### src/hdl/sms_pkg.sv
// Purpose: Constants, types and register map of the standby mode sequencer.
// Assumes: 16-bit register addresses with 8-bit data, as a plain strobe port.
// Notes:   Register bits that do not exist read as one.
package sms_pkg;

    localparam int         ADDR_W           = 16;
    localparam int         DATA_W           = 8;

    // Register offsets
    localparam logic [15:0] PWR_MODE_OFS    = 16'hfe07;
    localparam logic [15:0] WDG_CTRL_OFS    = 16'hfe0f;
    localparam logic [15:0] WDG_CNT_OFS     = 16'hfe79;
    localparam logic [15:0] OSC_PRI_OFS     = 16'hfe0e;
    localparam logic [15:0] OSC_SEC_OFS     = 16'hfe0d;

    // Values after reset
    localparam logic [2:0] PWR_MODE_RST     = 3'h0;
    localparam logic [7:0] WDG_CTRL_RST     = 8'h00;
    localparam logic [7:0] WDG_CNT_RST      = 8'h00;
    localparam logic [7:0] OSC_PRI_RST      = 8'h01;
    localparam logic [7:0] OSC_SEC_RST      = 8'h00;
    localparam logic [4:0] PWR_MODE_UNUSED  = 5'h1f;
    localparam logic [7:0] UNMAPPED_READ    = 8'hff;

    // Field positions
    localparam int         HALT_BIT         = 0;
    localparam int         HOLD_BIT         = 1;
    localparam int         XHOLD_BIT        = 2;
    localparam int         WDG_ARM_BIT      = 4;
    localparam logic [7:0] WDG_CLR_MASK     = 8'h07;
    localparam int         CNT_RUN_BIT      = 5;
    localparam int         CNT_SEL_HI_BIT   = 4;
    localparam int         CNT_SEL_LO_BIT   = 3;
    localparam logic [7:0] PRI_CLR_WIDE     = 8'h32;
    localparam logic [7:0] PRI_CLR_NARROW   = 8'h30;
    localparam int         SEC_SEL_BIT      = 1;
    localparam int         SEC_SET_BIT      = 0;
    localparam int         MAIN_OSC_BIT     = 0;

    typedef enum logic [3:0] {
        SMS_NORMAL = 4'h1,
        SMS_HALT   = 4'h2,
        SMS_HOLD   = 4'h4,
        SMS_XHOLD  = 4'h8
    } sms_mode_e;

    typedef struct packed {
        logic [2:0] powerModeControl;
        logic [7:0] watchdogControl;
        logic [7:0] watchdogCountControl;
        logic [7:0] primaryOscillatorControl;
        logic [7:0] secondaryOscillatorControl;
    } sms_regs_s;

    typedef struct packed {
        logic [ADDR_W-1:0] addr;
        logic [DATA_W-1:0] wdata;
        logic              wr;
        logic              rd;
    } sms_bus_s;

    typedef struct packed {
        sms_mode_e         mode;
        sms_regs_s         regs;
        logic [DATA_W-1:0] rdata;
        logic              mainOscRun;
        logic              entryPulse;
        logic              wakePulse;
    } sms_state_s;

endpackage

### src/hdl/sms_entry_effects.sv
// Purpose: Register side effects applied on entry to a standby mode.
// Assumes: Called only in the cycle in which software requests the entry.
// Notes:   Pure combinational; the caller registers the result.
`timescale 1ns/100ps
`default_nettype none
module sms_entry_effects
    import sms_pkg::*;
(
    // Request
    input  wire logic      enter,
    input  wire sms_mode_e target,
    // Registers in and out
    input  wire sms_regs_s regsIn,
    output var  sms_regs_s regsOut
);
    import sms_pkg::*;

    always_comb begin
        regsOut = regsIn;
        if (enter && target != SMS_NORMAL) begin
            if (regsIn.watchdogControl[WDG_ARM_BIT]) begin
                regsOut.watchdogControl = regsIn.watchdogControl & ~WDG_CLR_MASK;
            end
            if (!regsIn.watchdogCountControl[CNT_SEL_HI_BIT]
                && regsIn.watchdogCountControl[CNT_SEL_LO_BIT]) begin
                regsOut.watchdogCountControl[CNT_RUN_BIT] = 1'b0;
            end
            if (target == SMS_HOLD || target == SMS_XHOLD) begin
                regsOut.powerModeControl[HALT_BIT] = 1'b1;
            end
            // Crystal HOLD leaves both oscillator registers alone
            if (target == SMS_HOLD) begin
                if (regsIn.secondaryOscillatorControl[SEC_SEL_BIT]) begin
                    regsOut.secondaryOscillatorControl[SEC_SET_BIT] = 1'b1;
                    regsOut.primaryOscillatorControl =
                        regsIn.primaryOscillatorControl & ~PRI_CLR_NARROW;
                end else begin
                    regsOut.primaryOscillatorControl =
                        regsIn.primaryOscillatorControl & ~PRI_CLR_WIDE;
                end
            end
        end
    end

endmodule
`default_nettype wire

### src/hdl/sms_standby_sequencer.sv
// Purpose: Standby mode sequencer: HALT, HOLD and crystal HOLD with entry effects.
// Assumes: All inputs synchronous to sys_clk; reset sources are active-high levels.
// Notes:   Read data appear one cycle after the read strobe; no wait states.
//
// Implementation choice: the plain strobed port.
`timescale 1ns/100ps
`default_nettype none
module sms_standby_sequencer
    import sms_pkg::*;
(
    // Clock and reset
    input  wire logic                      sys_clk,
    input  wire logic                      reset,
    // Reset sources
    input  wire logic                      externalResetPin,
    input  wire logic                      powerOnReset,
    input  wire logic                      watchdogReset,
    // Wake events
    input  wire logic                      interruptAccept,
    input  wire logic                      holdRelease,
    // Register port
    input  wire logic [sms_pkg::ADDR_W-1:0] regAddr,
    input  wire logic [sms_pkg::DATA_W-1:0] regWdata,
    input  wire logic                      regWr,
    input  wire logic                      regRd,
    output logic      [sms_pkg::DATA_W-1:0] regRdata,
    // Status
    output logic      [3:0]                modeOneHot,
    output logic                           cpuRun,
    output logic                           mainOscRun,
    output logic                           standbyEntry,
    output logic                           standbyWake,
    output logic                           inResetState
);
    import sms_pkg::*;

    sms_state_s state_q;
    sms_state_s state_d;
    sms_regs_s  regsWritten;
    sms_regs_s  regsEffect;
    sms_mode_e  target;
    logic       enterReq;
    logic       anyReset;
    logic       inReset_q;
    logic       cpuRun_q;
    sms_bus_s   bus;

    ////////////////////////////////////////////////////////////////////////

    function automatic sms_mode_e decode_mode(input logic [2:0] pm);
        if (pm[HOLD_BIT] && pm[XHOLD_BIT]) begin
            decode_mode = SMS_XHOLD;
        end else if (pm[HOLD_BIT]) begin
            decode_mode = SMS_HOLD;
        end else if (pm[HALT_BIT]) begin
            decode_mode = SMS_HALT;
        end else begin
            decode_mode = SMS_NORMAL;
        end
    endfunction

    function automatic logic [7:0] read_reg(input sms_regs_s r, input logic [15:0] a);
        case (a)
            PWR_MODE_OFS: read_reg = {PWR_MODE_UNUSED, r.powerModeControl};
            WDG_CTRL_OFS: read_reg = r.watchdogControl;
            WDG_CNT_OFS:  read_reg = r.watchdogCountControl;
            OSC_PRI_OFS:  read_reg = r.primaryOscillatorControl;
            OSC_SEC_OFS:  read_reg = r.secondaryOscillatorControl;
            default:      read_reg = UNMAPPED_READ;
        endcase
    endfunction

    ////////////////////////////////////////////////////////////////////////

    assign anyReset = reset || externalResetPin || powerOnReset || watchdogReset;
    assign bus      = '{addr: regAddr, wdata: regWdata, wr: regWr, rd: regRd};

    // Hardware clears first, software write last: a write that sets a flag wins
    always_comb begin
        regsWritten = state_q.regs;
        if (state_q.mode == SMS_HOLD || state_q.mode == SMS_XHOLD) begin
            if (holdRelease) begin
                regsWritten.powerModeControl[HOLD_BIT] = 1'b0;
            end
        end else if (interruptAccept && state_q.mode == SMS_HALT) begin
            regsWritten.powerModeControl[HALT_BIT] = 1'b0;
        end
        enterReq = 1'b0;
        if (bus.wr) begin
            case (bus.addr)
                PWR_MODE_OFS: begin
                    regsWritten.powerModeControl = bus.wdata[2:0];
                    enterReq = bus.wdata[HALT_BIT] || bus.wdata[HOLD_BIT];
                end
                WDG_CTRL_OFS: regsWritten.watchdogControl = bus.wdata;
                WDG_CNT_OFS:  regsWritten.watchdogCountControl = bus.wdata;
                OSC_PRI_OFS:  regsWritten.primaryOscillatorControl = bus.wdata;
                OSC_SEC_OFS:  regsWritten.secondaryOscillatorControl = bus.wdata;
                default:      enterReq = 1'b0;
            endcase
        end
        target = decode_mode(regsWritten.powerModeControl);
        // Only a software request counts as entry; falling back from HOLD does not
        enterReq = enterReq && (target != state_q.mode) && (target != SMS_NORMAL);
    end

    sms_entry_effects u_entry (
        .enter   (enterReq),
        .target  (target),
        .regsIn  (regsWritten),
        .regsOut (regsEffect)
    );

    ////////////////////////////////////////////////////////////////////////

    always_comb begin
        state_d            = state_q;
        state_d.regs       = regsEffect;
        state_d.mode       = decode_mode(regsEffect.powerModeControl);
        state_d.entryPulse = enterReq;
        state_d.wakePulse  = (state_q.mode != SMS_NORMAL)
                             && (decode_mode(regsEffect.powerModeControl) == SMS_NORMAL);
        state_d.rdata      = bus.rd ? read_reg(state_q.regs, bus.addr) : '0;
        case (state_d.mode)
            SMS_NORMAL: state_d.mainOscRun = regsEffect.primaryOscillatorControl[MAIN_OSC_BIT];
            SMS_HALT:   state_d.mainOscRun = state_q.mainOscRun;
            SMS_HOLD:   state_d.mainOscRun = 1'b0;
            SMS_XHOLD:  state_d.mainOscRun = 1'b0;
            default:    state_d.mainOscRun = 1'b1;
        endcase
        if (anyReset) begin
            state_d.mode       = SMS_NORMAL;
            state_d.regs       = '{PWR_MODE_RST, WDG_CTRL_RST, WDG_CNT_RST,
                                   OSC_PRI_RST, OSC_SEC_RST};
            state_d.rdata      = '0;
            state_d.mainOscRun = 1'b1;
            state_d.entryPulse = 1'b0;
            state_d.wakePulse  = 1'b0;
        end
    end

    always_ff @(posedge sys_clk) begin
        state_q   <= state_d;
        inReset_q <= anyReset;
        // Registered so the run flag leaves the block straight from a flop
        cpuRun_q  <= (state_d.mode == SMS_NORMAL);
    end

    ////////////////////////////////////////////////////////////////////////

    assign regRdata     = state_q.rdata;
    assign modeOneHot   = state_q.mode;
    assign cpuRun       = cpuRun_q;
    assign mainOscRun   = state_q.mainOscRun;
    assign standbyEntry = state_q.entryPulse;
    assign standbyWake  = state_q.wakePulse;
    assign inResetState = inReset_q;

endmodule
`default_nettype wire

### config.mk
export PLATFORM = sky130hd
export DESIGN_NAME = sms_standby_sequencer
export DESIGN_NICKNAME = d
export VERILOG_FILES = /design/src/hdl/sms_pkg.sv /design/src/hdl/sms_entry_effects.sv /design/src/hdl/sms_standby_sequencer.sv
export SDC_FILE = /design/constraint.sdc
export NUM_CORES = 1
export LEC_CHECK = 0
export BUFFER_PORTS_ARGS = -buffer_cell sky130_fd_sc_hd__buf_4
export CORE_ASPECT_RATIO = 0.7
export CORE_MARGIN = 2
export CORE_UTILIZATION = 49
export CTS_CLUSTER_SIZE = 8
export DETAILED_ROUTE_END_ITERATION = 12
export GPL_TIMING_DRIVEN = 0
export PLACE_DENSITY_LB_ADDON = 0.15
export RECOVER_POWER = 50
export SLEW_MARGIN = 0
export SYNTH_ARGS = -nofsm -noshare
export SYNTH_HDL_FRONTEND = slang
export SYNTH_SLANG_ARGS = --single-unit
### constraint.sdc
create_clock -name sys_clk -period 2.65 [get_ports sys_clk]
set_clock_uncertainty 0.2 [all_clocks]
set_input_delay 0.6625 -clock sys_clk [delete_from_list [all_inputs] [get_ports sys_clk]]
set_output_delay 0.6625 -clock sys_clk [all_outputs]
set_load 0.05 [all_outputs]
==> results by group, run 1 <==
Synth
  – Cells after Synth: roughly 280
  – Seq cells post-synth: 52
  – Syn Area/Cell: around 9 sq um
  – Synth area leaders: dfxtp_1 41%, mux2i_1 7.9%, nand2_1 5.2%
  – Share of the synthesized area in the top cell type: 41.0%
  – Synth area leader: dfxtp_1
  – Fraction of registers with async set/reset: 0%
  – Ys Warns: 0
  – Synth Flop Type: dfxtp_1
  – Synthesized cell area: around 2500 sq um
  – Syn Nets: between 300 and 400
  – Post-synth EDFFs: 0
  – Synth cell types: between 40 and 50
  – Register area share after synthesis: between 40 and 50%

STA
  – Max-Slew Margin vs Limit: between 40 and 50%
  – Shortest period the worst path allows: ~2.6 ns
  – Tcrit/Tclk final: 98.5%
  – Setup violators final: 0
  – Fmax: 383 MHz
  – Unrepaired setup endpoints after global routing: false
  – Slew @ Worst Pin: about 0.85 ns
  – Hold Vio Cnt, Final: 0
  – Final Max Slew Viols: 0

CTS
  – Hold buffer count at CTS: 0
  – CTS Buf Count: 5
  – CTS tree: done
  – Clock Path Buffers: 2
  – Clk sink count: 52
  – Reg clk slew, reported paths: 0.09 ns
  – Htree depth: 2
  – Worst-Skew Late Latency: approximately 0.30 ns
  – CTS Root Cell: clkbuf_8

Setup path
  – Worst Setup Start Kind: input port
  – Worst-path fanout max: 6
  – CP Class: input port to register
  – CP cell instances: buf_6 > or4b_4 > or4_4 > nor2_8 > mux2_4 > a32o_1
  – Critical path required time: 2.66 ns
  – Max stage delay on crit path: 0.59 ns
  – Worst EP arrival: around 2.6 ns
  – Worst Setup End Kind: register
  – Slowest CP cell: or4_4

Finish
  – Synthesis-to-layout area growth: 21.6%
  – Register area: ~1000 sq um
  – # diodes: 0
  – Commonest non-fill, non-tap cell in the layout: dfxtp_1
  – Most frequent cells in the layout: 52 x dfxtp_1, 44 x buf_4, 35 x nand2_1, 26 x clkbuf_1
  – Fillers: between 400 and 500
  – Finished Layout Cells: ~410
  – Nets@finish: around 370
  – Area occupied by multi-input gates: around 1300 sq um
  – Share of cells above drive strength 1: between 20 and 25%
  – Post-layout util: a little over three fifths

Placement
  – GP Congestion: about 0.9
  – Number of port buffers: 49
  – Placed Cells: ~400
  – Hpwl dp: slightly below 5000 um

Worst hold path
  – Worst Hold Class: register to register

Routing
  – Post-DRT Antenna Nets: 0
  – DR vias/cell: 5.71
  – TritonRoute pass-1 iters: 5
  – Post-Route WL: about 6700 um
  – Vias: 2345
  – WL/cell: 16.4 um
  – DR iter-0 viols: ~200
  – Drt drc: 0

Outcome
  – Outcome: completed

Floorplan
  – Die area: around 5800 sq um
  – I/O Pins: 50
  – Die span in x: roughly 90 um
  – Die Ht: between 60 and 70 um
  – Initial Utilization: approximately half
  – # rows: 21
  – Core Region: ~5000 sq um

Power and ir drop
  – Maximum VDD drop: slightly below 0.0003 V
  – Pwr/cell area: between 400 and 500 nW/um^2
  – Pwr Total: approximately 0.0014 W
  – P_leak: between 1 and 1.5 nW

Run
  – Max_cap viols: 0

Global route
  – Largest net degree at the start of global routing: 16
  – GRT Total Usage: between 20% and 30%
  – Vias in the first global route: just over 2000
  – First-pass GRT wire length: about 11000 um
  – Initial antenna violation count: 0
  – Total grt overflow: 0
==> final timing paths <==
kind	slack, ns	cells after the start	to	startpoint
max	0.04	6	mainOscRun$_SDFFE_PP1P_	regAddr[4]
min	0.26	2	state_q[18]$_SDFFE_PP0P_	state_q[18]$_SDFFE_PP0P_
max reg2reg	0.67	5	state_q[35]$_SDFF_PP0_	modeOneHot[3]$_DFF_P_
min reg2reg	0.26	2	state_q[18]$_SDFFE_PP0P_	state_q[18]$_SDFFE_PP0P_
==> cells by family after synthesis <==
kind of cell | after synthesis | share of synthesized area, %
XOR/XNOR | 1 | 0.345
multiplexers | 29 | 11.9
AO/OA/AOI/OAI | 61 | 16.5
flip-flops | 52 | 41.0
buffers and inverters | 30 | 6.51
AND/OR/NAND/NOR | 108 | 23.8
==> power breakdown <==
group          leakage, nW  switching [W]  internal (W)
registers            0.419    0.000000514      0.000783
logic                0.761      0.0000664     0.0000495
clock network       0.0552       0.000261      0.000281
total                 1.24       0.000328       0.00111
==> cell type report <==
type                    instances  area share [%]
multi-input cells             199            43.7
flip-flops and latches         52            33.7
repair buffers                 54            11.2
plain buffers                  22            4.26
well taps                      69            2.80
clock buffers                   6            2.35
clock inverters                 2            1.13
inverters                       7           0.851
==> synth_stat cells, types with 3 or more instances <==
| library cell | instances |
|---|---|
| nor4_1 | 3 |
| dfxtp_1 | 52 |
| and3_1 | 7 |
| a21oi_1 | 19 |
| nand2b_1 | 4 |
| o21ai_0 | 7 |
| nor2_1 | 19 |
| clkbuf_1 | 7 |
| mux2i_1 | 20 |
| buf_4 | 13 |
| mux2_2 | 9 |
| nand2_1 | 35 |
| inv_1 | 6 |
| a31oi_1 | 11 |
| a22o_1 | 4 |
| buf_2 | 3 |
| nand3_1 | 4 |
| and2_1 | 6 |
| a22oi_1 | 3 |
| a211oi_1 | 5 |
| nor3_1 | 4 |
| nor2b_1 | 7 |
==> critical path: cells and delay by family <==
family	cells	cell delay [ns]
AOI/OAI and AO/OA	1	0.21
muxes	1	0.32
and+or+nand+nor	3	1.32
buffers and inverters	1	0.10
==> metal layers <==
layer | GRT usage [%] | wire [um] | vias to the layer above
li1 | - | - | 1128
met1 | 35.4 | 3390 | 1103
met5 | 0 | 0 | -
met3 | 6.60 | 530 | 15
met2 | 33.5 | 2730 | 99
met4 | 5.38 | 93 | 0
==> per-stage QoR <==
step	hold WS, ns	cell area (sq um)	setup WS [ns]	TNS (ns)
finish	0.255	3090	0.0387	0
global route	0.268	3090	0.0153	0
CTS	0.255	3140	-0.0162	-0.0162
detailed placement	0.242	3010	-0.603	-15.98
global placement	0.236	3010	-0.589	-15.71
floorplan	0.229	2550	-0.142	-0.237
==> timing repair <==
item	in CTS	in global routing
gates resized for setup	3	1
setup buffers	3	2
pin swaps	5	3
gates cloned	0	0
endpoints found under the setup margin	30	14
Note: power is estimated with default switching activity, not from simulation.
==> run 2, diff against run 1 <==
CORE_UTILIZATION = 40   (was 49)
==> run 2 against run 1 <==
Register-to-register slack improved by 0.03 ns. Critical path depth unchanged. Sequential share of layout area about the same. Count of clock-buffer cells in the layout decreased by 1. Critical path type unchanged. Critical endpoint unchanged. Largest cell class unchanged. Largest power group unchanged.
==> results by group, run 2 (synthesized netlist as in run 1, its figures left out) <==
CTS
  – CTS Buf Count: 5
  – CTS Root Cell: clkbuf_8
  – Clock Path Buffers: 2
  – Htree depth: 2
  – CTS tree: done
  – Reg clk slew, reported paths: approximately 0.10 ns
  – Hold buffer count at CTS: 0
  – Clk sink count: 52
  – Worst-Skew Late Latency: ~0.3 ns

Setup path
  – Critical path required time: around 2.7 ns
  – CP cell instances: buf_6 > or4b_4 > or4_4 > nor2_8 > mux2_4 > a32o_1
  – Worst Setup End Kind: register
  – Reg2reg path depth: 5
  – Critical R2R Capture: state_q[32]$_SDFF_PP0_
  – Worst-path fanout max: 6
  – Max stage delay on crit path: around 0.6 ns
  – R2r setup slk: ~0.70 ns
  – Worst Setup Start Kind: input port
  – Slowest CP cell: or4_4
  – Worst EP arrival: around 2.6 ns
  – CP Class: input port to register
  – FF-to-FF Start: modeOneHot[3]$_DFF_P_

Routing
  – WL/cell: ~16 um
  – M1 WL: 3570 um
  – Post-DRT Antenna Nets: 0
  – Post-Route WL: a little under 7000 um
  – TritonRoute pass-1 iters: 4
  – Uppermost layer routed: met4
  – DR iter-0 viols: between 150 and 200
  – Vias: 2223
  – DR vias/cell: 5.28
  – Drt drc: 0
  – WL met2: between 2000 and 3000 um
  – Met3 wire len: 407 um

Finish
  – Area occupied by multi-input gates: approximately 1400 sq um
  – Fillers: around 590
  – Commonest non-fill, non-tap cell in the layout: dfxtp_1
  – Design area: about 3100 sq um
  – Finished Layout Cells: around 420
  – Share of cells above drive strength 1: 23.6%
  – Nets@finish: 375
  – Synthesis-to-layout area growth: 21.8%
  – Post-layout util: about half
  – # diodes: 0
  – Register area: roughly 1000 sq um
  – Most frequent cells in the layout: 52 x dfxtp_1, 46 x buf_4, 35 x nand2_1, 24 x clkbuf_1, 20 x mux2i_1

Floorplan
  – # rows: 24
  – Initial Utilization: around two fifths
  – I/O Pins: 50
  – Die area: approximately 7000 sq um
  – Core Region: a little over 6000 sq um
  – Die span in x: a little under 100 um
  – Die Ht: around 71 um

Power and ir drop
  – Pwr/cell area: approximately 440 nW/um^2
  – Maximum VDD drop: roughly 0.00021 V
  – P_leak: around 1.2 nW

Run
  – Max_cap viols: 0

Outcome
  – Outcome: completed

STA
  – Shortest period the worst path allows: 2.60 ns
  – Worst hold margin: approximately 0.26 ns
  – Setup tns final: 0 ns
  – Tcrit/Tclk final: between 90% and 100%
  – Setup violators final: 0
  – Max-Slew Margin vs Limit: between 40% and 50%
  – Final Max Slew Viols: 0
  – Fmax: ~390 MHz
  – Slew @ Worst Pin: roughly 0.76 ns
  – Hold Vio Cnt, Final: 0

Global route
  – GRT Total Usage: 20.1%
  – Largest net degree at the start of global routing: 17
  – Vias in the first global route: 2105
  – Total grt overflow: 0
  – Initial antenna violation count: 0
  – First-pass GRT wire length: about 11000 um

Placement
  – Number of port buffers: 49
  – GP Congestion: approximately 0.85
  – Hpwl dp: 5120 um
  – Post-DP Area: between 3000 and 4000 sq um
  – Placed Cells: around 410

Worst hold path
  – Worst Hold Class: register to register
  – Hold Path Stages: 2
-- run 2: changes by cell type in the layout (fill, tap and decap cells not counted), sizes merged --
cell / before / now
buf: 49 / 51
bufinv: 1 / 0
clkbuf: 33 / 31
clkinv: 1 / 3
-- run 2: what timing repair did --
action                     4_1_cts  5_1_grt
pin swaps                        5        3
resized for setup                3        1
buffers inserted                 4        2
setup endpoints to repair       14       22
-- run 2: per-stage QoR --
step                      power (W)  worst slack (ns)
after floorplan            0.000849            -0.142
after global placement     0.000917            -0.601
after detailed placement   0.000917            -0.534
after CTS                   0.00137          0.000127
after global routing        0.00140          -0.00550
final                       0.00135            0.0537
-- run 2: critical path, delay by kind of cell --
kind | cells | cell delay [ns]
and+or+nand+nor | 3 | 1.32
buffers and inverters | 1 | 0.09
muxes | 1 | 0.32
AOI/OAI and AO/OA | 1 | 0.21
-- run 2: per-layer routing --
metal | vias to the layer above | global-route usage, %
li1 | 1121 | -
met2 | 52 | 28.5
met4 | 0 | 4.72
met5 | - | 0
met3 | 5 | 3.26
met1 | 1045 | 31.6
-- run 2: worst max path at each step --
| stage | start | endpoint | slack [ns] |
|---|---|---|---|
| after floorplan | regAddr[6] | mainOscRun$_SDFFE_PP1P_ | -0.14 |
| after global placement | externalResetPin | mainOscRun$_SDFFE_PP1P_ | -0.60 |
| after detailed placement | externalResetPin | mainOscRun$_SDFFE_PP1P_ | -0.53 |
| after CTS | regAddr[4] | mainOscRun$_SDFFE_PP1P_ | 0.0001 |
| after global routing | regAddr[4] | mainOscRun$_SDFFE_PP1P_ | -0.006 |
| final | regAddr[4] | mainOscRun$_SDFFE_PP1P_ | 0.05 |
-- run 2: layout make-up --
type                            instances  share of cell area [%]
Buffer                                 22                    4.25
Clock buffer                            5                    2.23
Clock inverter                          3                   0.607
Inverter                                7                   0.850
Multi-Input combinational cell        199                    43.7
Sequential cell                        52                    33.7
Tap cell                               78                    3.16
Timing Repair Buffer                   55                    11.5
-- run 2: power by group --
group	leakage, nW	switching, W	total (W)	internal [W]
sequential	0.419	0.000000596	0.000784	0.000783
clock	0.0479	0.000265	0.000450	0.000185
combinational	0.768	0.0000665	0.000117	0.0000509
